===== src/shared/acwd_pkg.sv =====
// Package for the front-end control word decoder: word layout, register map, divider tables.
// Assumes a single 50 MHz system clock and synchronous active-high reset.
package acwd_pkg;

    localparam int          WORD_W        = 16;
    localparam int          CMD_FLAG_BIT  = 15;
    localparam int          RW_BIT        = 14;
    localparam int          DEV_HI        = 13;
    localparam int          DEV_LO        = 11;
    localparam int          REG_HI        = 10;
    localparam int          REG_LO        = 8;
    localparam int          DATA_HI       = 7;

    localparam logic [2:0]  REG_MODE      = 3'h0;
    localparam logic [2:0]  REG_CLOCK     = 3'h1;
    localparam logic [2:0]  REG_POWER     = 3'h2;
    localparam logic [2:0]  REG_PAIR12    = 3'h3;
    localparam logic [2:0]  REG_PAIR34    = 3'h4;
    localparam logic [7:0]  REG_RESET_VAL = 8'h00;

    // Mode register fields
    localparam int          MODE_DATA_BIT = 0;
    localparam int          MODE_MIX_BIT  = 1;
    localparam int          MODE_LB_BIT   = 3;
    localparam int          MODE_CNT_LO   = 4;
    localparam int          MODE_SWR_BIT  = 7;
    // Clock register fields
    localparam int          CLK_DEC_LO    = 0;
    localparam int          CLK_SCD_LO    = 2;
    localparam int          CLK_MCD_LO    = 4;
    localparam int          CLK_ECHO_BIT  = 7;
    // Power register fields
    localparam int          PWR_GLOBAL_BIT = 0;
    localparam int          PWR_REF_BIT    = 5;
    localparam int          PWR_REFERENCE_OUTPUT_PIN_BIT = 6;
    localparam logic [7:0]  PWR_WMASK      = 8'h61;
    localparam logic [7:0]  MODE_WMASK     = 8'hfb;
    // Channel pair fields
    localparam int          PAIR_LO_GAIN  = 0;
    localparam int          PAIR_LO_PWR   = 3;
    localparam int          PAIR_HI_GAIN  = 4;
    localparam int          PAIR_HI_PWR   = 7;

    // Divider tables
    localparam logic [11:0] DEC_DIV_0     = 12'h800;
    localparam logic [11:0] DEC_DIV_1     = 12'h400;
    localparam logic [11:0] DEC_DIV_2     = 12'h200;
    localparam logic [11:0] DEC_DIV_3     = 12'h100;
    localparam logic [3:0]  SCK_DIV_0     = 4'h8;
    localparam logic [3:0]  SCK_DIV_1     = 4'h4;
    localparam logic [3:0]  SCK_DIV_2     = 4'h2;
    localparam logic [3:0]  SCK_DIV_3     = 4'h1;
    localparam logic [2:0]  MCD_MAX_CODE  = 3'h4;
    localparam int          SWRESET_CYC   = 4;

    typedef struct packed {
        logic [7:0] mode;
        logic [7:0] clk;
        logic [7:0] pwr;
        logic [7:0] pair12;
        logic [7:0] pair34;
    } acwd_regs_t;

    typedef struct packed {
        logic       decim_tick;
        logic       sclk_tick;
        logic       mclk_tick;
    } acwd_ticks_t;

endpackage


===== src/logic/acwd_divider.sv =====
// Divide-by-N enable generator; one-cycle tick every N enables.
// Assumes clk_in and synchronous active-high sys_rst_in.
`timescale 1ns/1ns
module acwd_divider import acwd_pkg::*; #(
    parameter int W = 12
) (
    input  wire logic         clk_in,
    input  wire logic         sys_rst_in,
    input  wire logic         en_in,
    input  wire logic [W-1:0] div_in,
    output logic              tick_out
);
    typedef struct packed {
        logic [W-1:0] cnt;
        logic         tick;
    } acwd_div_st_t;

    acwd_div_st_t st_q;
    acwd_div_st_t st_d;

    always_comb begin
        st_d      = st_q;
        st_d.tick = 1'b0;
        if (en_in) begin
            if (st_q.cnt + W'(1) >= div_in) begin
                st_d.cnt  = '0;
                st_d.tick = 1'b1;
            end else begin
                st_d.cnt = st_q.cnt + W'(1);
            end
        end
    end

    always_ff @(posedge clk_in) begin
        if (sys_rst_in) begin
            st_q <= '0;
        end else begin
            st_q <= st_d;
        end
    end

    assign tick_out = st_q.tick;
endmodule


===== src/logic/acwd_decoder.sv =====
// Control word decoder and control register file of the analog front end serial port.
// Assumes serial data sampled on the system clock at serial link clock ticks; no bus.
//
// Contract
// - Bit 15 set marks a valid control word; clear is invalid in program mode.
// - Write with address zero stores data field into the selected register.
// - Read with address zero returns register contents in the data field, sent out.
// - Device is addressed only when the device address field is zero.
// - Nonzero device address is decremented and the word forwarded otherwise unchanged.
// - Register address field selects one of five registers; addresses 5 to 7 read zero and ignore writes.
// - Low eight bits carry the register value, used only when addressed.
// - Mode bit 0 clear is program mode; set is data mode ignoring input.
// - Mode bit 1 enables mixed mode, accepting flagged control words.
// - Mode bit 3 enables serial loop-back.
// - Mode bits 6:4 hold the cascaded device count.
// - Writing mode bit 7 starts a software reset.
// - Clock bits 1:0 select the decimation rate.
// - Clock bits 3:2 select the serial clock divider.
// - Clock bits 6:4 select the master clock divider.
// - Clock bit 7 enables control echo.
// - Power bit 0 is global power up.
// - Power bit 5 powers the reference.
// - Power bit 6 enables the reference output pin.
// - Pair registers hold 3-bit gains at bits 2:0 and 6:4.
// - Pair registers hold ADC power bits 3 and 7.
// - Decimation codes give divide by 2048, 1024, 512, 256.
// - Serial codes give divide by 8, 4, 2, 1.
// - Master codes 0 to 4 divide by 1 to 5; others by one.
// - Registers update on the falling edge of the serial link clock.
`timescale 1ns/1ns
module acwd_decoder import acwd_pkg::*; (
    input  wire logic        clk_in,
    input  wire logic        sys_rst_in,
    input  wire logic        serial_data_in,
    input  wire logic        frame_sync_in,
    output logic             serial_data_out,
    output logic             frame_sync_out,
    output logic             serial_link_clock_out,
    output logic             internal_master_tick_out,
    output logic             sample_tick_out,
    output logic             operating_mode_sel_out,
    output logic             mixed_mode_enable_out,
    output logic             loopback_enable_out,
    output logic [2:0]       cascade_count_out,
    output logic             control_echo_enable_out,
    output logic             global_power_up_out,
    output logic             reference_power_on_out,
    output logic             reference_output_enable_out,
    output logic [11:0]      adc_gain_out,
    output logic [3:0]       adc_power_on_out,
    output logic             sw_reset_active_out
);
    typedef enum logic [1:0] {
        S_IDLE,
        S_SHIFT_IN,
        S_SHIFT_OUT
    } acwd_state_t;

    typedef struct packed {
        acwd_state_t        state;
        acwd_regs_t         regs;
        logic [WORD_W-1:0]  sreg;
        logic [3:0]         bitcnt;
        logic               sclk;
        logic               sdo;
        logic               fso;
        logic [2:0]         swr_cnt;
        logic               swr;
    } acwd_st_t;

    acwd_st_t    st_q;
    acwd_st_t    st_d;
    acwd_ticks_t ticks;
    logic [2:0]  mdiv;
    logic [3:0]  sdiv;
    logic [11:0] ddiv;
    logic        fall;
    logic        addressed;
    logic        accept;
    logic [7:0]  rd_val;
    logic        rst_all;

    assign rst_all = sys_rst_in | st_q.swr;

    // Master, serial and decimation clock divider tables
    always_comb begin
        if (st_q.regs.clk[CLK_MCD_LO +: 3] <= MCD_MAX_CODE) begin
            mdiv = st_q.regs.clk[CLK_MCD_LO +: 3] + 3'h1;
        end else begin
            mdiv = 3'h1;
        end
        case (st_q.regs.clk[CLK_SCD_LO +: 2])
            2'h0:    sdiv = SCK_DIV_0;
            2'h1:    sdiv = SCK_DIV_1;
            2'h2:    sdiv = SCK_DIV_2;
            default: sdiv = SCK_DIV_3;
        endcase
        case (st_q.regs.clk[CLK_DEC_LO +: 2])
            2'h0:    ddiv = DEC_DIV_0;
            2'h1:    ddiv = DEC_DIV_1;
            2'h2:    ddiv = DEC_DIV_2;
            default: ddiv = DEC_DIV_3;
        endcase
    end

    acwd_divider #(.W(3)) u_mdiv (
        .clk_in     (clk_in),
        .sys_rst_in (rst_all),
        .en_in      (1'b1),
        .div_in     (mdiv),
        .tick_out   (ticks.mclk_tick)
    );

    // Half-period ticks: serial clock toggles once per divided period
    acwd_divider #(.W(4)) u_sdiv (
        .clk_in     (clk_in),
        .sys_rst_in (rst_all),
        .en_in      (ticks.mclk_tick),
        .div_in     (sdiv),
        .tick_out   (ticks.sclk_tick)
    );

    acwd_divider #(.W(12)) u_ddiv (
        .clk_in     (clk_in),
        .sys_rst_in (rst_all),
        .en_in      (ticks.mclk_tick),
        .div_in     (ddiv),
        .tick_out   (ticks.decim_tick)
    );

    assign fall      = ticks.sclk_tick & st_q.sclk;
    assign addressed = (st_q.sreg[DEV_HI:DEV_LO] == 3'h0);

    // Flagged control words honoured in program mode or in mixed mode
    assign accept = st_q.sreg[CMD_FLAG_BIT]
                  & (~st_q.regs.mode[MODE_DATA_BIT]
                     | st_q.regs.mode[MODE_MIX_BIT]);

    always_comb begin
        case (st_q.sreg[REG_HI:REG_LO])
            REG_MODE:   rd_val = st_q.regs.mode;
            REG_CLOCK:  rd_val = st_q.regs.clk;
            REG_POWER:  rd_val = st_q.regs.pwr;
            REG_PAIR12: rd_val = st_q.regs.pair12;
            REG_PAIR34: rd_val = st_q.regs.pair34;
            default:    rd_val = 8'h00;
        endcase
    end

    always_comb begin
        st_d = st_q;
        if (ticks.sclk_tick) begin
            st_d.sclk = ~st_q.sclk;
        end
        if (st_q.swr) begin
            st_d.swr_cnt = st_q.swr_cnt - 3'h1;
            if (st_q.swr_cnt == 3'h1) begin
                st_d.swr = 1'b0;
            end
        end
        st_d.fso = 1'b0;
        if (fall) begin
            case (st_q.state)
                S_IDLE: begin
                    st_d.sreg = {st_q.sreg[WORD_W-2:0], serial_data_in};
                    if (frame_sync_in) begin
                        st_d.bitcnt = 4'h1;
                        st_d.state  = S_SHIFT_IN;
                    end
                end
                S_SHIFT_IN: begin
                    st_d.sreg   = {st_q.sreg[WORD_W-2:0], serial_data_in};
                    st_d.bitcnt = st_q.bitcnt + 4'h1;
                    if (st_q.bitcnt == 4'hf) begin
                        st_d.state = S_SHIFT_OUT;
                    end
                end
                S_SHIFT_OUT: begin
                    st_d.state = S_IDLE;
                    if (accept) begin
                        if (!addressed) begin
                            st_d.sreg[DEV_HI:DEV_LO] = st_q.sreg[DEV_HI:DEV_LO] - 3'h1;
                            st_d.fso                 = 1'b1;
                        end else if (st_q.sreg[RW_BIT]) begin
                            st_d.sreg[DATA_HI:0] = rd_val;
                            st_d.fso             = 1'b1;
                        end else begin
                            case (st_q.sreg[REG_HI:REG_LO])
                                REG_MODE: begin
                                    st_d.regs.mode = st_q.sreg[DATA_HI:0] & MODE_WMASK;
                                    if (st_q.sreg[MODE_SWR_BIT]) begin
                                        st_d.swr     = 1'b1;
                                        st_d.swr_cnt = 3'(SWRESET_CYC);
                                    end
                                end
                                REG_CLOCK:  st_d.regs.clk    = st_q.sreg[DATA_HI:0];
                                REG_POWER:  st_d.regs.pwr    = st_q.sreg[DATA_HI:0] & PWR_WMASK;
                                REG_PAIR12: st_d.regs.pair12 = st_q.sreg[DATA_HI:0];
                                REG_PAIR34: st_d.regs.pair34 = st_q.sreg[DATA_HI:0];
                                default:    st_d.regs        = st_q.regs;
                            endcase
                            if (st_q.regs.clk[CLK_ECHO_BIT]) begin
                                st_d.fso = 1'b1;
                            end
                        end
                    end else if (st_q.regs.mode[MODE_LB_BIT]) begin
                        st_d.fso = 1'b1;
                    end
                end
                default: st_d.state = S_IDLE;
            endcase
        end
        st_d.sdo = st_q.sreg[WORD_W-1];
        if (sys_rst_in) begin
            st_d.swr = 1'b0;
        end
    end

    always_ff @(posedge clk_in) begin
        if (sys_rst_in) begin
            st_q <= '0;
        end else if (st_q.swr && st_q.swr_cnt == 3'h1) begin
            st_q <= '0;
        end else begin
            st_q <= st_d;
        end
    end

    always_ff @(posedge clk_in) begin
        if (sys_rst_in) begin
            serial_data_out             <= 1'b0;
            frame_sync_out              <= 1'b0;
            serial_link_clock_out       <= 1'b0;
            internal_master_tick_out    <= 1'b0;
            sample_tick_out             <= 1'b0;
            operating_mode_sel_out      <= 1'b0;
            mixed_mode_enable_out       <= 1'b0;
            loopback_enable_out         <= 1'b0;
            cascade_count_out           <= 3'h0;
            control_echo_enable_out     <= 1'b0;
            global_power_up_out         <= 1'b0;
            reference_power_on_out      <= 1'b0;
            reference_output_enable_out <= 1'b0;
            adc_gain_out                <= 12'h000;
            adc_power_on_out            <= 4'h0;
            sw_reset_active_out         <= 1'b0;
        end else begin
            serial_data_out             <= st_q.sdo;
            frame_sync_out              <= st_q.fso;
            serial_link_clock_out       <= st_q.sclk;
            internal_master_tick_out    <= ticks.mclk_tick;
            sample_tick_out             <= ticks.decim_tick;
            operating_mode_sel_out      <= st_q.regs.mode[MODE_DATA_BIT];
            mixed_mode_enable_out       <= st_q.regs.mode[MODE_MIX_BIT];
            loopback_enable_out         <= st_q.regs.mode[MODE_LB_BIT];
            cascade_count_out           <= st_q.regs.mode[MODE_CNT_LO +: 3];
            control_echo_enable_out     <= st_q.regs.clk[CLK_ECHO_BIT];
            global_power_up_out         <= st_q.regs.pwr[PWR_GLOBAL_BIT];
            reference_power_on_out      <= st_q.regs.pwr[PWR_REF_BIT];
            reference_output_enable_out <= st_q.regs.pwr[PWR_REFERENCE_OUTPUT_PIN_BIT];
            adc_gain_out                <= {st_q.regs.pair34[PAIR_HI_GAIN +: 3], st_q.regs.pair34[PAIR_LO_GAIN +: 3],
                                            st_q.regs.pair12[PAIR_HI_GAIN +: 3], st_q.regs.pair12[PAIR_LO_GAIN +: 3]};
            adc_power_on_out            <= {st_q.regs.pair34[PAIR_HI_PWR], st_q.regs.pair34[PAIR_LO_PWR],
                                            st_q.regs.pair12[PAIR_HI_PWR], st_q.regs.pair12[PAIR_LO_PWR]};
            sw_reset_active_out         <= st_q.swr;
        end
    end

    AST_SCLK_TOGGLE_ON_TICK: assert property (@(posedge clk_in) disable iff (rst_all)
        ticks.sclk_tick |=> st_q.sclk != $past(st_q.sclk)) else $error("Serial clock did not toggle");
    AST_NO_WRITE_MID_FRAME: assert property (@(posedge clk_in) disable iff (rst_all)
        st_q.state != S_SHIFT_OUT |=> $stable(st_q.regs.pwr)) else $error("Register changed mid frame");
    AST_FORWARD_DEC: assert property (@(posedge clk_in) disable iff (rst_all)
        fall && st_q.state == S_SHIFT_OUT && accept && !addressed
        |=> st_q.sreg[DEV_HI:DEV_LO] == $past(st_q.sreg[DEV_HI:DEV_LO]) - 3'h1) else $error("Address not decremented");
    AST_WRITE_PWR: assert property (@(posedge clk_in) disable iff (rst_all)
        fall && st_q.state == S_SHIFT_OUT && accept && addressed && !st_q.sreg[RW_BIT]
        && st_q.sreg[REG_HI:REG_LO] == REG_POWER
        |=> st_q.regs.pwr == ($past(st_q.sreg[DATA_HI:0]) & PWR_WMASK)) else $error("Power write lost");
    AST_READ_DATA: assert property (@(posedge clk_in) disable iff (rst_all)
        fall && st_q.state == S_SHIFT_OUT && accept && addressed && st_q.sreg[RW_BIT]
        |=> st_q.sreg[DATA_HI:0] == $past(rd_val) ##0 st_q.fso) else $error("Read data not loaded");
    AST_DATA_MODE_IGNORE: assert property (@(posedge clk_in) disable iff (rst_all)
        st_q.regs.mode[MODE_DATA_BIT] && !st_q.regs.mode[MODE_MIX_BIT] |-> !accept) else $error("Data mode accepted");
    AST_FLAG_LOW_IGNORED: assert property (@(posedge clk_in) disable iff (rst_all)
        !st_q.sreg[CMD_FLAG_BIT] |-> !accept) else $error("Unflagged word accepted");
    AST_SWRESET_CLEARS: assert property (@(posedge clk_in) disable iff (sys_rst_in)
        $rose(st_q.swr) |-> ##4 st_q.regs == '0) else $error("Software reset did not clear");
endmodule


===== config.mk =====
export PLATFORM = sky130hd
export DESIGN_NAME = acwd_decoder
export DESIGN_NICKNAME = d
export VERILOG_FILES = /design/src/shared/acwd_pkg.sv /design/src/logic/acwd_divider.sv /design/src/logic/acwd_decoder.sv
export SDC_FILE = /design/constraint.sdc
export NUM_CORES = 1
export LEC_CHECK = 0
export BUFFER_PORTS_ARGS = -buffer_cell sky130_fd_sc_hd__buf_2
export CAP_MARGIN = 30
export CORE_UTILIZATION = 51
export CTS_CLUSTER_DIAMETER = 150
export DETAILED_ROUTE_END_ITERATION = 6
export PLACE_DENSITY = 0.69
export SETUP_SLACK_MARGIN = 0.5
export SYNTH_ARGS = -nofsm -noshare
export SYNTH_HDL_FRONTEND = slang
export SYNTH_SLANG_ARGS = --single-unit

===== constraint.sdc =====
create_clock -name clk_in -period 6.9 [get_ports clk_in]
set_clock_uncertainty 0.1 [all_clocks]
set_input_delay 0.69 -clock clk_in [delete_from_list [all_inputs] [get_ports clk_in]]
set_output_delay 0.69 -clock clk_in [all_outputs]
set_load 0.02 [all_outputs]

==> results.json <==
{
  "ys_top_cells_by_area": "dfxtp_1 45%, mux2i_1 7.2%, nor2_1 6.0%, ha_1 5.1%, nor2b_1 4.6%",
  "yosysTopAreaCell": "dfxtp_1",
  "dpl.hpwl_um": 6900,
  "start_util": 0.528,
  "insertion_delay_ns": 0.53,
  "fin_crit_sh": 0.465,
  "synth_area_um2": 5160,
  "crit_path_frequent_cell": "nand4_1",
  "pin_count": 36,
  "routed_wl_um": 10600,
  "cts_buffers": 17,
  "cts-htree-levels": 4,
  "grtUsageTotal": 0.217,
  "whs_ns": 0.343,
  "io_buffer_count": 35,
  "power_switching_uw": 318,
  "rows": 36,
  "holdPathEnd": "serial_data_out",
  "critical_path_arrival_ns": 3.53,
  "relSlewSlack": 0.343,
  "wl_per_cell_um": 14.7,
  "syn_to_final_growth_pct": 14.7,
  "synth_edf_count": 0,
  "tightestPinTransition_ns": 0.981,
  "hp-class": "flop to flop",
  "rr_endpoint": "u_ddiv.st_q[10]",
  "yosysWarnings": 0,
  "synth_cell_type_count": 57,
  "synth.avg_cell_area_um2": 9.30,
  "worstSetupEndpointType": "flop",
  "pre_cts_slack_ns": 3.75,
  "p_comb_frac": 0.018,
  "grt_max_degree": 64,
  "grt_pass1_vias": 3597,
  "die-area_um2": 10500,
  "dr.pass1.iters": 4,
  "die_h_um": 103,
  "switching_share": 0.213,
  "power_leakage_uw": 0.00228,
  "slowest_delay_ns": 0.48,
  "drc": 0,
  "r2r_slack_ns": 3.69,
  "p_int_uw": 1180,
  "drive_above_1_share": 0.140,
  "antenna_found_initial": 0,
  "design_area_um2": 5920,
  "max_cap_viol_count": 0,
  "drt-vias-per-instance": 5.43,
  "ff2ff_path_depth": 11,
  "clock-root-buffer": "clkbuf_8",
  "gr-total-overflow": 0,
  "timing.setup.tns_ns": 0,
  "hold_violations": 0,
  "fin_util": 0.606,
  "cts_hold_buffers": 0,
  "p_seq_frac": 0.456,
  "dpl_cell_area_um2": 5390,
  "cp.required_ns": 7.22,
  "ant_nets": 0,
  "synth_nets": 580,
  "drtIter0Drc": 181,
  "yosysTopAreaCellShare": 0.454,
  "num_antenna_cells": 0,
  "synth_async_sr_flop_share": 0,
  "clk_pin_slew_ns": 0.06,
  "min_path_cells": 1,
  "synth_top_flop_cell": "dfxtp_1",
  "final_nets": 605,
  "path_class": "flop to flop",
  "cts_setup_buffers": 0,
  "worstPathMaxFanout": 9,
  "via_count": 3934,
  "setup_slack_ns": 3.69,
  "clk_path_buf_depth": 2,
  "worstHoldStart": "st_q[5]",
  "fmax_mhz": 312,
  "clkPwrFrac": 0.527,
  "place_congestion": 0.873,
  "core_region_area_um2": 9770,
  "reg2reg_from": "u_ddiv.st_q[4]",
  "ir_drop_mv": 0.138,
  "yosysSeqAreaShare": 0.454,
  "synth_cells": 555,
  "crit_chain": "nand4_1, nor2_1, and3_1, nand3_1, xnor2_1, ha_1, and4_1, nand4_1, nor3_2, nor4_1, a22o_1",
  "yosys_register_bits": 117,
  "slowest_stage": "dfxtp_1",
  "status": "completed",
  "die_x_um": 103,
  "slew_violations": 0,
  "rsz0062_at_grt": "false",
  "finalSetupViolations": 0,
  "fin_crit_ns": 3.21,
  "p_per_area_nw_per_um2": 253,
  "cts_tree": "built",
  "grt_pass1_wl_um": 17400,
  "worstSetupStartpointType": "flop",
  "cts_sinks": 117,
  "cts_resized": 0
}
[synthesized netlist by cell type (5+ instances only)]
library cell	instances
nand2_1	36
nand2b_1	10
and3_1	6
or3_1	5
xor2_1	11
a21oi_1	31
inv_1	11
nand3b_1	5
nor3_1	6
nand3_1	10
nor2_1	82
ha_1	21
mux2i_1	37
o21ai_0	12
xnor2_1	7
nor2b_1	38
dfxtp_1	117
a22oi_1	6
clkbuf_1	22
[flip-flops by register name, summed over array words and instances (netlist names)]
name                         count
adc_gain_out                    12
adc_power_on_out                 4
sample_tick_out                  1
mixed_mode_enable_out            1
global_power_up_out              1
st_d                             1
u_mdiv.tick_out                  1
u_sdiv.st_q                      4
sw_reset_active_out              1
u_mdiv.st_q                      3
u_ddiv.tick_out                  1
u_sdiv.tick_out                  1
reference_power_on_out           1
reference_output_enable_out      1
st_q                            62
frame_sync_out                   1
u_ddiv.st_q                     12
serial_link_clock_out            1
loopback_enable_out              1
internal_master_tick_out         1
cascade_count_out                3
control_echo_enable_out          1
serial_data_out                  1
operating_mode_sel_out           1
[how the worst max path moves through the flow]
stage	startpoint	to	slack, ns	depth (start not counted)
floorplan	u_ddiv.st_q[4]	u_ddiv.st_q[10]	4.14	12
global placement	u_ddiv.st_q[4]	u_ddiv.st_q[11]	3.93	11
detailed placement	u_ddiv.st_q[4]	u_ddiv.st_q[9]	3.75	11
CTS	u_ddiv.st_q[4]	u_ddiv.st_q[11]	3.73	11
global route	u_ddiv.st_q[4]	u_ddiv.st_q[10]	3.40	10
finish	u_ddiv.st_q[4]	u_ddiv.st_q[10]	3.69	11
[cells by family after synthesis]
logic type / count (synthesis) / share of synthesized area
simple gates: 228 / 0.232
flops: 117 / 0.454
compound gates: 85 / 0.107
buf+inv: 43 / 0.0364
mux: 43 / 0.0892
fa+ha+maj: 21 / 0.0509
xor+xnor: 18 / 0.0305
[metal layers]
layer | part of all wire | global-route usage
met1 | 0.47 | 0.273
met2 | 0.48 | 0.348
met3 | 0.038 | 0.0698
met4 | 0.015 | 0.0824
met5 | 0 | 0
[placed cells by master (no fill, tap or decap), types with 3 or more instances in the layout]
cell	netlist	final
xnor2_1	7	7
a311oi_1	4	4
nand2_1	36	36
inv_1	11	11
or3_1	5	5
ha_1	21	21
nor2b_1	38	38
a22oi_1	6	6
and3_1	6	6
nand3_1	10	10
nor2_1	82	82
clkbuf_8	0	3
nor3_1	6	6
nand3b_1	5	5
mux2_2	4	4
a211o_1	3	3
clkbuf_1	22	3
nand4_1	4	4
mux2i_1	37	37
clkinv_2	0	5
o21ai_0	12	12
nand2b_1	10	10
o41ai_1	4	4
dfxtp_1	117	117
a21o_1	4	4
or2_2	3	3
a21oi_1	31	31
nor4_1	3	3
buf_2	3	35
a31oi_1	3	3
clkbuf_16	0	16
a22o_1	4	4
xor2_1	11	11
and2_1	4	4
[critical path: cells and delay by family, from the launching register on]
| family | cells | cell delay (ns) |
|---|---|---|
| XOR/XNOR | 1 | 0.17 |
| adder cells (fa/ha/maj) | 1 | 0.32 |
| AND/OR/NAND/NOR | 8 | 1.77 |
| flip-flops | 1 | 0.48 |
| AO/OA/AOI/OAI | 1 | 0.27 |
[metrics by stage]
stage | power, uW | instances
final | 1500 | 725
after global routing | 1550 | 725
after CTS | 1510 | 725
after detailed placement | 722 | 694
after global placement | 722 | 693
after floorplan | 714 | 555
[area by class of cell]
type / count / area, um2
multi-input combinational: 395 / 2640
clock inverter: 9 / 80.1
sequential: 117 / 2340
clock buffer: 22 / 453
tap: 133 / 166
inverter: 12 / 45.0
fill: 852 / 3850
timing repair buffer: 37 / 190
[power groups by stage]
stage	Clock (uW)	Sequential [uW]	Combinational [uW]
2_1_floorplan	0	695	19.5
3_3_place_gp	0	696	25.9
3_5_place_dp	0	696	26.3
4_1_cts	804	681	26.6
5_1_grt	834	682	29.7
6_report	788	682	26.4
Note: power is estimated with default switching activity, not from simulation.
